--- src/bridge_port_option_pkg.sv ---
// constants and types shared by the port option control block
package bridge_port_option_pkg;

  // register map, byte addresses
  localparam logic [7:0]  OPT_REG_ADDR    = 8'h74;
  localparam logic [7:0]  STATUS_REG_ADDR = 8'h78;

  // option field positions
  localparam int unsigned P_READ_ALIAS_BIT  = 1;
  localparam int unsigned P_WRITE_ALIAS_BIT = 2;
  localparam int unsigned S_READ_ALIAS_BIT  = 3;
  localparam int unsigned S_WRITE_ALIAS_BIT = 4;
  localparam int unsigned P_LM_ALIAS_BIT    = 5;
  localparam int unsigned S_LM_ALIAS_BIT    = 6;
  localparam int unsigned P_MWI_KEEP_BIT    = 7;
  localparam int unsigned S_MWI_KEEP_BIT    = 8;
  localparam int unsigned LONG_REQ_BIT      = 9;
  localparam int unsigned S_HOLD_REQ_BIT    = 10;
  localparam int unsigned P_HOLD_REQ_BIT    = 11;

  // reset value and writable bits of the option register
  localparam logic [15:0] OPT_RESET_VALUE = 16'h0c6a;
  localparam logic [15:0] OPT_WRITE_MASK  = 16'h0ffe;

  // status register field positions
  localparam int unsigned STAT_P_REQ_BIT  = 0;
  localparam int unsigned STAT_S_REQ_BIT  = 1;
  localparam int unsigned STAT_P_HOLD_BIT = 2;
  localparam int unsigned STAT_S_HOLD_BIT = 3;

  // bus command codes
  localparam logic [3:0] PLAIN_READ_CMD    = 4'h6;
  localparam logic [3:0] PLAIN_WRITE_CMD   = 4'h7;
  localparam logic [3:0] READ_MULTIPLE_CMD = 4'hc;
  localparam logic [3:0] READ_LINE_CMD     = 4'he;
  localparam logic [3:0] WRITE_INVALIDATE_CMD = 4'hf;

  typedef enum logic [1:0] {
    REQ_IDLE,
    REQ_ASK,
    REQ_HOLD,
    REQ_RELEASE
  } req_state_t;

endpackage

--- src/port_request_ctrl.sv ---
// request line control of one internal bus master
`timescale 1ns/1ps
`default_nettype none

module port_request_ctrl
  import bridge_port_option_pkg::*;
(
  input  wire logic core_clk,
  input  wire logic srst,
  input  wire logic hold_en,
  input  wire logic long_req_en,
  input  wire logic queue_pending,
  input  wire logic frame_start,
  input  wire logic target_term,
  input  wire logic lock_cycle,
  input  wire logic xfer_done,
  output logic      req_n,
  output logic      holding
);

  typedef struct packed {
    req_state_t state;
    logic       hold;
    logic       lock_hold;
    logic       req_n;
  } req_ctrl_t;

  req_ctrl_t state_reg;
  req_ctrl_t state_next;

  ////////////////////////////////////////////////////////////////////////////
  always_comb begin
    state_next = state_reg;
    case (state_reg.state)
      REQ_IDLE: begin
        if (queue_pending) begin
          state_next.state     = REQ_ASK;
          state_next.req_n     = 1'b0;
          // options sampled once per request, later writes wait
          state_next.hold      = hold_en;
          state_next.lock_hold = long_req_en & lock_cycle;
        end
      end
      REQ_ASK: begin
        if (frame_start) begin
          if (state_reg.hold || state_reg.lock_hold) begin
            state_next.state = REQ_HOLD;
          end else begin
            state_next.state = REQ_RELEASE;
            state_next.req_n = 1'b1;
          end
        end else if (!queue_pending) begin
          state_next.state = REQ_IDLE;
          state_next.req_n = 1'b1;
        end
      end
      REQ_HOLD: begin
        // lock with long request keeps the line until the lock ends or the target terminates
        if (target_term || (!queue_pending && !(state_reg.lock_hold && lock_cycle))) begin
          state_next.state = REQ_IDLE;
          state_next.req_n = 1'b1;
        end
      end
      REQ_RELEASE: begin
        if (xfer_done) begin
          state_next.state = REQ_IDLE;
        end
      end
      default: begin
        state_next.state = REQ_IDLE;
        state_next.req_n = 1'b1;
      end
    endcase
  end

  always_ff @(posedge core_clk) begin
    if (srst) begin
      state_reg <= '{state: REQ_IDLE, hold: 1'b0, lock_hold: 1'b0, req_n: 1'b1};
    end else begin
      state_reg <= state_next;
    end
  end

  assign req_n   = state_reg.req_n;
  assign holding = (state_reg.state == REQ_HOLD);

endmodule

`default_nettype wire

--- src/bridge_port_option_control.sv ---
// port option register with retry matching, command conversion and request control
//
// Functional notes
// - primary read retries match exactly at 0, read line or multiple match a plain read at 1, reset 1.
// - secondary read retries follow the same read alias scheme with their own bit, reset 1.
// - primary non-posted write retries accept write-invalidate for a plain write when set, reset 0.
// - secondary non-posted write retries accept write-invalidate for a plain write when set, reset 0.
// - primary read line and read multiple retries match each other when set, reset 1.
// - secondary read line and read multiple retries match each other when set, reset 1.
// - primary write-invalidate is forwarded as plain write at 0 and kept at 1, reset 0.
// - secondary write-invalidate is forwarded as plain write at 0 and kept at 1, reset 0.
// - long request enable keeps the request line up through lock cycles until a target termination, reset 0.
// - secondary master drops its request after frame at 0, holds it while work is pending until a target termination at 1, reset 1.
// - primary master drops its request after frame at 0, holds it while work is pending until a target termination at 1, reset 1.
// - bits 0 and 15 to 12 read zero, reset zero and ignore writes.
//
// The implementer's own choice: the address-and-strobe port.
`timescale 1ns/1ps
`default_nettype none

module bridge_port_option_control
  import bridge_port_option_pkg::*;
#(
  parameter int unsigned NUM_PORTS = 2
)
(
  input  wire logic        core_clk,
  input  wire logic        srst,
  // register port
  input  wire logic [7:0]  reg_addr,
  input  wire logic [31:0] reg_wdata,
  input  wire logic        reg_write,
  input  wire logic        reg_read,
  output logic      [31:0] reg_rdata,
  // primary retry matching
  input  wire logic        p_retry_valid,
  input  wire logic [3:0]  p_retry_cmd,
  input  wire logic [3:0]  p_pend_cmd,
  output logic             p_match_valid,
  output logic             p_match_hit,
  // secondary retry matching
  input  wire logic        s_retry_valid,
  input  wire logic [3:0]  s_retry_cmd,
  input  wire logic [3:0]  s_pend_cmd,
  output logic             s_match_valid,
  output logic             s_match_hit,
  // commands accepted on primary, bound for the secondary bus
  input  wire logic        p_fwd_valid,
  input  wire logic [3:0]  p_fwd_cmd,
  output logic             p_out_valid,
  output logic      [3:0]  p_out_cmd,
  // commands accepted on secondary, bound for the primary bus
  input  wire logic        s_fwd_valid,
  input  wire logic [3:0]  s_fwd_cmd,
  output logic             s_out_valid,
  output logic      [3:0]  s_out_cmd,
  // primary internal master
  input  wire logic        p_queue_pending,
  input  wire logic        p_frame_start,
  input  wire logic        p_target_term,
  input  wire logic        p_lock_cycle,
  input  wire logic        p_xfer_done,
  output logic             p_req_n,
  // secondary internal master
  input  wire logic        s_queue_pending,
  input  wire logic        s_frame_start,
  input  wire logic        s_target_term,
  input  wire logic        s_lock_cycle,
  input  wire logic        s_xfer_done,
  output logic             s_req_n
);

  ////////////////////////////////////////////////////////////////////////////
  // state

  typedef struct packed {
    logic [15:0]                opt;
    logic [31:0]                rdata;
    logic [NUM_PORTS-1:0]       match_valid;
    logic [NUM_PORTS-1:0]       match_hit;
    logic [NUM_PORTS-1:0]       out_valid;
    logic [NUM_PORTS-1:0][3:0]  out_cmd;
  } opt_state_t;

  opt_state_t state_reg;
  opt_state_t state_next;

  // per port views, index 0 primary, 1 secondary
  logic [NUM_PORTS-1:0]      retry_valid;
  logic [NUM_PORTS-1:0][3:0] retry_cmd;
  logic [NUM_PORTS-1:0][3:0] pend_cmd;
  logic [NUM_PORTS-1:0]      fwd_valid;
  logic [NUM_PORTS-1:0][3:0] fwd_cmd;
  logic [NUM_PORTS-1:0]      read_alias;
  logic [NUM_PORTS-1:0]      write_alias;
  logic [NUM_PORTS-1:0]      lm_alias;
  logic [NUM_PORTS-1:0]      mwi_keep;
  logic [NUM_PORTS-1:0]      hold_en;
  logic [NUM_PORTS-1:0]      queue_pending;
  logic [NUM_PORTS-1:0]      frame_start;
  logic [NUM_PORTS-1:0]      target_term;
  logic [NUM_PORTS-1:0]      lock_cycle;
  logic [NUM_PORTS-1:0]      xfer_done;
  logic [NUM_PORTS-1:0]      req_n;
  logic [NUM_PORTS-1:0]      holding;
  logic [15:0]               status;

  ////////////////////////////////////////////////////////////////////////////
  // option fields per port

  assign read_alias[0]  = state_reg.opt[P_READ_ALIAS_BIT];
  assign read_alias[1]  = state_reg.opt[S_READ_ALIAS_BIT];
  assign write_alias[0] = state_reg.opt[P_WRITE_ALIAS_BIT];
  assign write_alias[1] = state_reg.opt[S_WRITE_ALIAS_BIT];
  assign lm_alias[0]    = state_reg.opt[P_LM_ALIAS_BIT];
  assign lm_alias[1]    = state_reg.opt[S_LM_ALIAS_BIT];
  assign mwi_keep[0]    = state_reg.opt[P_MWI_KEEP_BIT];
  assign mwi_keep[1]    = state_reg.opt[S_MWI_KEEP_BIT];
  assign hold_en[0]     = state_reg.opt[P_HOLD_REQ_BIT];
  assign hold_en[1]     = state_reg.opt[S_HOLD_REQ_BIT];

  ////////////////////////////////////////////////////////////////////////////
  // gather port signals

  assign retry_valid   = {s_retry_valid, p_retry_valid};
  assign retry_cmd     = {s_retry_cmd, p_retry_cmd};
  assign pend_cmd      = {s_pend_cmd, p_pend_cmd};
  assign fwd_valid     = {s_fwd_valid, p_fwd_valid};
  assign fwd_cmd       = {s_fwd_cmd, p_fwd_cmd};
  assign queue_pending = {s_queue_pending, p_queue_pending};
  assign frame_start   = {s_frame_start, p_frame_start};
  assign target_term   = {s_target_term, p_target_term};
  assign lock_cycle    = {s_lock_cycle, p_lock_cycle};
  assign xfer_done     = {s_xfer_done, p_xfer_done};

  ////////////////////////////////////////////////////////////////////////////
  // command helpers

  function automatic logic cmd_match(
    input logic [3:0] retry,
    input logic [3:0] pend,
    input logic       rd_al,
    input logic       wr_al,
    input logic       lm_al
  );
    logic hit;
    logic is_line_mult;
    is_line_mult = (retry == READ_LINE_CMD) || (retry == READ_MULTIPLE_CMD);
    hit = (retry == pend);
    // line or multiple retry against a pending plain read
    if (rd_al && is_line_mult && (pend == PLAIN_READ_CMD)) begin
      hit = 1'b1;
    end
    // line and multiple interchangeable
    if (lm_al && is_line_mult && ((pend == READ_LINE_CMD) || (pend == READ_MULTIPLE_CMD))) begin
      hit = 1'b1;
    end
    // write-invalidate retry against a pending plain write
    if (wr_al && (retry == WRITE_INVALIDATE_CMD) && (pend == PLAIN_WRITE_CMD)) begin
      hit = 1'b1;
    end
    return hit;
  endfunction

  function automatic logic [3:0] cmd_convert(
    input logic [3:0] cmd,
    input logic       keep
  );
    logic [3:0] res;
    res = cmd;
    if (!keep && (cmd == WRITE_INVALIDATE_CMD)) begin
      res = PLAIN_WRITE_CMD;
    end
    return res;
  endfunction

  ////////////////////////////////////////////////////////////////////////////
  // next state

  always_comb begin
    state_next = state_reg;
    state_next.rdata = 32'h0000_0000;

    // register writes, reserved bits forced to zero
    if (reg_write && (reg_addr == OPT_REG_ADDR)) begin
      state_next.opt = reg_wdata[15:0] & OPT_WRITE_MASK;
    end

    // read data stand for one cycle only
    if (reg_read) begin
      case (reg_addr)
        OPT_REG_ADDR: begin
          state_next.rdata = {16'h0000, state_reg.opt & OPT_WRITE_MASK};
        end
        STATUS_REG_ADDR: begin
          state_next.rdata = {16'h0000, status};
        end
        default: begin
          state_next.rdata = 32'h0000_0000;
        end
      endcase
    end

    // matching and conversion use options as they stand now, so a
    // write in this cycle only affects requests from the next one
    for (int i = 0; i < NUM_PORTS; i++) begin
      state_next.match_valid[i] = retry_valid[i];
      state_next.match_hit[i]   = 1'b0;
      if (retry_valid[i]) begin
        state_next.match_hit[i] = cmd_match(retry_cmd[i], pend_cmd[i], read_alias[i],
                                            write_alias[i], lm_alias[i]);
      end
      state_next.out_valid[i] = fwd_valid[i];
      if (fwd_valid[i]) begin
        state_next.out_cmd[i] = cmd_convert(fwd_cmd[i], mwi_keep[i]);
      end
    end
  end

  ////////////////////////////////////////////////////////////////////////////
  // registers

  always_ff @(posedge core_clk) begin
    if (srst) begin
      state_reg.opt         <= OPT_RESET_VALUE;
      state_reg.rdata       <= 32'h0000_0000;
      state_reg.match_valid <= '0;
      state_reg.match_hit   <= '0;
      state_reg.out_valid   <= '0;
      state_reg.out_cmd     <= '0;
    end else begin
      state_reg <= state_next;
    end
  end

  ////////////////////////////////////////////////////////////////////////////
  // request control per internal master

  for (genvar g = 0; g < NUM_PORTS; g++) begin : gen_req
    port_request_ctrl u_req (
      .core_clk      (core_clk),
      .srst          (srst),
      .hold_en       (hold_en[g]),
      .long_req_en   (state_reg.opt[LONG_REQ_BIT]),
      .queue_pending (queue_pending[g]),
      .frame_start   (frame_start[g]),
      .target_term   (target_term[g]),
      .lock_cycle    (lock_cycle[g]),
      .xfer_done     (xfer_done[g]),
      .req_n         (req_n[g]),
      .holding       (holding[g])
    );
  end

  ////////////////////////////////////////////////////////////////////////////
  // status view of the masters

  always_comb begin
    status = 16'h0000;
    status[STAT_P_REQ_BIT]  = ~req_n[0];
    status[STAT_S_REQ_BIT]  = ~req_n[1];
    status[STAT_P_HOLD_BIT] = holding[0];
    status[STAT_S_HOLD_BIT] = holding[1];
  end

  ////////////////////////////////////////////////////////////////////////////
  // outputs

  assign reg_rdata     = state_reg.rdata;
  assign p_match_valid = state_reg.match_valid[0];
  assign p_match_hit   = state_reg.match_hit[0];
  assign s_match_valid = state_reg.match_valid[1];
  assign s_match_hit   = state_reg.match_hit[1];
  assign p_out_valid   = state_reg.out_valid[0];
  assign p_out_cmd     = state_reg.out_cmd[0];
  assign s_out_valid   = state_reg.out_valid[1];
  assign s_out_cmd     = state_reg.out_cmd[1];
  assign p_req_n       = req_n[0];
  assign s_req_n       = req_n[1];

endmodule

`default_nettype wire

--- config.mk ---
export PLATFORM = sky130hd
export DESIGN_NAME = bridge_port_option_control
export DESIGN_NICKNAME = d
export VERILOG_FILES = /design/src/bridge_port_option_pkg.sv /design/src/port_request_ctrl.sv /design/src/bridge_port_option_control.sv
export SDC_FILE = /design/constraint.sdc
export NUM_CORES = 1
export LEC_CHECK = 0
export BUFFER_PORTS_ARGS = -buffer_cell sky130_fd_sc_hd__buf_2
export CAP_MARGIN = 20
export CORE_MARGIN = 2
export CORE_UTILIZATION = 40
export CTS_CLUSTER_DIAMETER = 40
export CTS_CLUSTER_SIZE = 8
export DETAILED_ROUTE_END_ITERATION = 7
export GPL_TIMING_DRIVEN = 1
export PLACE_DENSITY_LB_ADDON = 0.12
export SLEW_MARGIN = 10
export SYNTH_ARGS = -nofsm -noshare
export SYNTH_HDL_FRONTEND = slang
export SYNTH_SLANG_ARGS = --single-unit
--- constraint.sdc ---
create_clock -name core_clk -period 2.35 [get_ports core_clk]
set_clock_uncertainty 0.15 [all_clocks]
set_input_delay 0.1175 -clock core_clk [delete_from_list [all_inputs] [get_ports core_clk]]
set_output_delay 0.1175 -clock core_clk [all_outputs]
set_load 0.005 [all_outputs]
==> out/metrics.yaml <==
logic_synthesis:
  synthXorXnorAreaFrac_pct: 0.7209
  ys_top_cells_by_area: "dfxtp_1 39%, buf_4 13%, mux2i_1 7.4%"
  synth_warnings: 0
  postSynth.asyncResetShare_pct: 0
  synth_edf_count: 0
  synth.area.mux_share_pct: 8.342
  synth_top_area_share_pct: 38.72
  syn_avg_cell_area_um2: 9.204
  synth_area_um2: 2430
  synth_flop_cell: "dfxtp_1"
  synth-simple-area-share_pct: 19.72
  synthTopCellsByCount: "47 x dfxtp_1, 41 x buf_4, 22 x nand2_1, 22 x nor2_1, 18 x mux2i_1"
  yosysTopAreaCell: "dfxtp_1"
  syn_inst: 264
  synth_top_family_by_area: "simple AND/OR/NAND/NOR gates"
  synth_fa_ha_area_share_pct: 5.664
  seq_area_frac_synth_pct: 38.72
  synth.most_common_cell: "dfxtp_1"
  synth_compound_area_share_pct: 11.38
  synth_seq_cells: 47
  ys_types: 38
floorplan:
  fp.dieArea_um2: 6714
  ios: 130
  die_h_um: 81.94
  initial_core_util_pct: 41.28
  row_count: 28
  coreArea_um2: 5886
  die_x_um: 81.94
timing:
  fin_setup_tns_ns: 0
  finalHoldViolCount: 0
  fin_crit_ns: 2.157
  max_slew.worst_pin.slew_ns: 0.4911
  max_freq_mhz: 463.6
  final-setup-viol-count: 0
  drv_slew: 0
  fin_crit_sh_pct: 91.79
  relSlewSlack_pct: 67.01
  rsz0062_at_grt: "no"
  whs_ns: 0.04482
final_layout:
  layout-drive-gt1-share_pct: 28.69
  synthToLayoutAreaGrowth_pct: 32.65
  fin_util_pct: 54.76
  fin_nets: 465
  largest_reg_flops: 12
  n_fill_cell: 557
  fin_cells: 448
  insertedDiodeCount: 0
flow_run:
  max_cap_viol_count: 0
power:
  p_leak_uw: 0.001471
  ir_drop_mv: 0.4215
  p_per_area_nw_per_um2: 535.6
  power_uw: 1726
cts:
  insertion_delay_ns: 0.29
  cts_setup_buffers: 0
  hold_buffers: 38
  htree_num_levels: 2
  cts_tree: "built"
  clock_sinks: 47
  cts_root_buf: "clkbuf_8"
  path_clk_slew_ns: 0.08
  cts_made_buffers: 5
  cts.repair.resized: 0
  cts_buffer_depth: 2
global_route:
  antenna_found_initial: 0
  grtUsageTotal_pct: 15.96
  overflow: 0
  grt_pass1_vias: 1878
  grt_pass1_wl_mm: 8.252
  grt_start_max_net_pins: 27
min_path:
  hp-class: "in -> reg"
setup_path:
  crit_end: "s_match_hit"
  r2r-end: "gen_req[0].u_req.state_reg[4]"
  worstRegToRegCells: 6
  reg2reg_from: "gen_req[0].u_req.state_reg[3]"
  path_max_fanout: 3
  critPathArrivalTime_ns: 2.25
  crit_path_end_kind: "flip-flop"
  worstSetupPathType: "in -> reg"
  crit_start: "s_retry_cmd[2]"
  reg2reg_slack_ns: 0.42
  crit_path_start_kind: "input port"
  critPathRequiredTime_ns: 2.44
detailed_routing:
  drc: 0
  final_antenna_net_count: 0
  wire_per_inst_um: 12.00
  drt-pass1-iter-count: 4
  drt-initial-drc-count: 42
  num_vias: 2065
  wl_mm: 5.374
  vias_per_cell: 4.609
placement:
  gp_congestion: 0.7786
  dp.cells: 402
  dp_hpwl_mm: 3.832
  numPortBuffers: 88
run_status:
  status: "complete, no violations"
## report_power, final
| group | switching (uW) | total (uW) | internal (uW) |
|---|---|---|---|
| registers | 16.1 | 838 | 822 |
| clock network | 264 | 608 | 344 |
| logic | 131 | 280 | 148 |
## worst min-delay path by stage
| stage | startpoint | endpoint | slack (ns) | cells after the start |
|---|---|---|---|---|
| 3_5_place_dp | reg_wdata[5] | lm_alias[0] | 0.19 | 3 |
| 2_1_floorplan | reg_wdata[11] | hold_en[0] | 0.1 | 2 |
| 5_1_grt | reg_addr[0] | reg_rdata[1] | 0.04 | 3 |
| 6_report | reg_addr[0] | reg_rdata[1] | 0.04 | 3 |
| 4_1_cts | reg_addr[0] | reg_rdata[1] | 0.04 | 3 |
| 3_3_place_gp | reg_wdata[5] | lm_alias[0] | 0.18 | 3 |
## layer usage
layer  track usage (%)  wire length (um)
met1             18.67              2336
met5                 0                 0
met2             28.37              2621
met3             3.516               358
met4             5.833                58
## cell type report
type / count / area (um2) / share of cell area [%]
flip-flops and latches: 47 / 940.9 / 29.19
inverters: 10 / 37.54 / 1.165
clock inverters: 2 / 35.03 / 1.087
repair buffers: 128 / 835.8 / 25.93
multi-input cells: 180 / 1197 / 37.15
well taps: 75 / 93.84 / 2.911
clock buffers: 6 / 82.58 / 2.562
## logic make-up (layout without fill, tap and decap cells)
group	count (synthesis)	in the layout
compound gates	40	40
xor+xnor	2	2
fa+ha+maj	11	11
buf+inv	56	146
flops	47	47
mux	20	20
other cells	1	20
simple gates	87	87
## metrics by stage
step / instance area (um2) / worst slack (ns)
after global routing: 3223 / 0.1254
after detailed placement: 2725 / 0.4642
after CTS: 3223 / 0.2500
after global placement: 2725 / 0.4587
final: 3223 / 0.1930
after floorplan: 2501 / 0.6247
## worst max-delay path, cell delays in order
cell and delay (ns):
dlygate4sd3_1 0.52, buf_2 0.12, nand3b_1 0.06, dlygate4sd3_1 0.56, a221oi_1 0.29, dlygate4sd3_1 0.58
## cell usage in the layout (no fill, tap or decap), types with 3 or more instances in the layout
cell type	count
dfxtp_1	47
nor2_1	22
ha_1	11
nor2b_1	8
nand2_1	22
nand2b_1	8
clkbuf_8	6
nand3b_1	3
o21ai_0	9
conb_1	20
and2_1	8
o221ai_1	3
a21oi_1	13
dlygate4sd3_1	38
inv_1	9
nand3_1	4
mux2i_1	18
buf_2	88
Note: power is estimated with default switching activity, not from simulation.
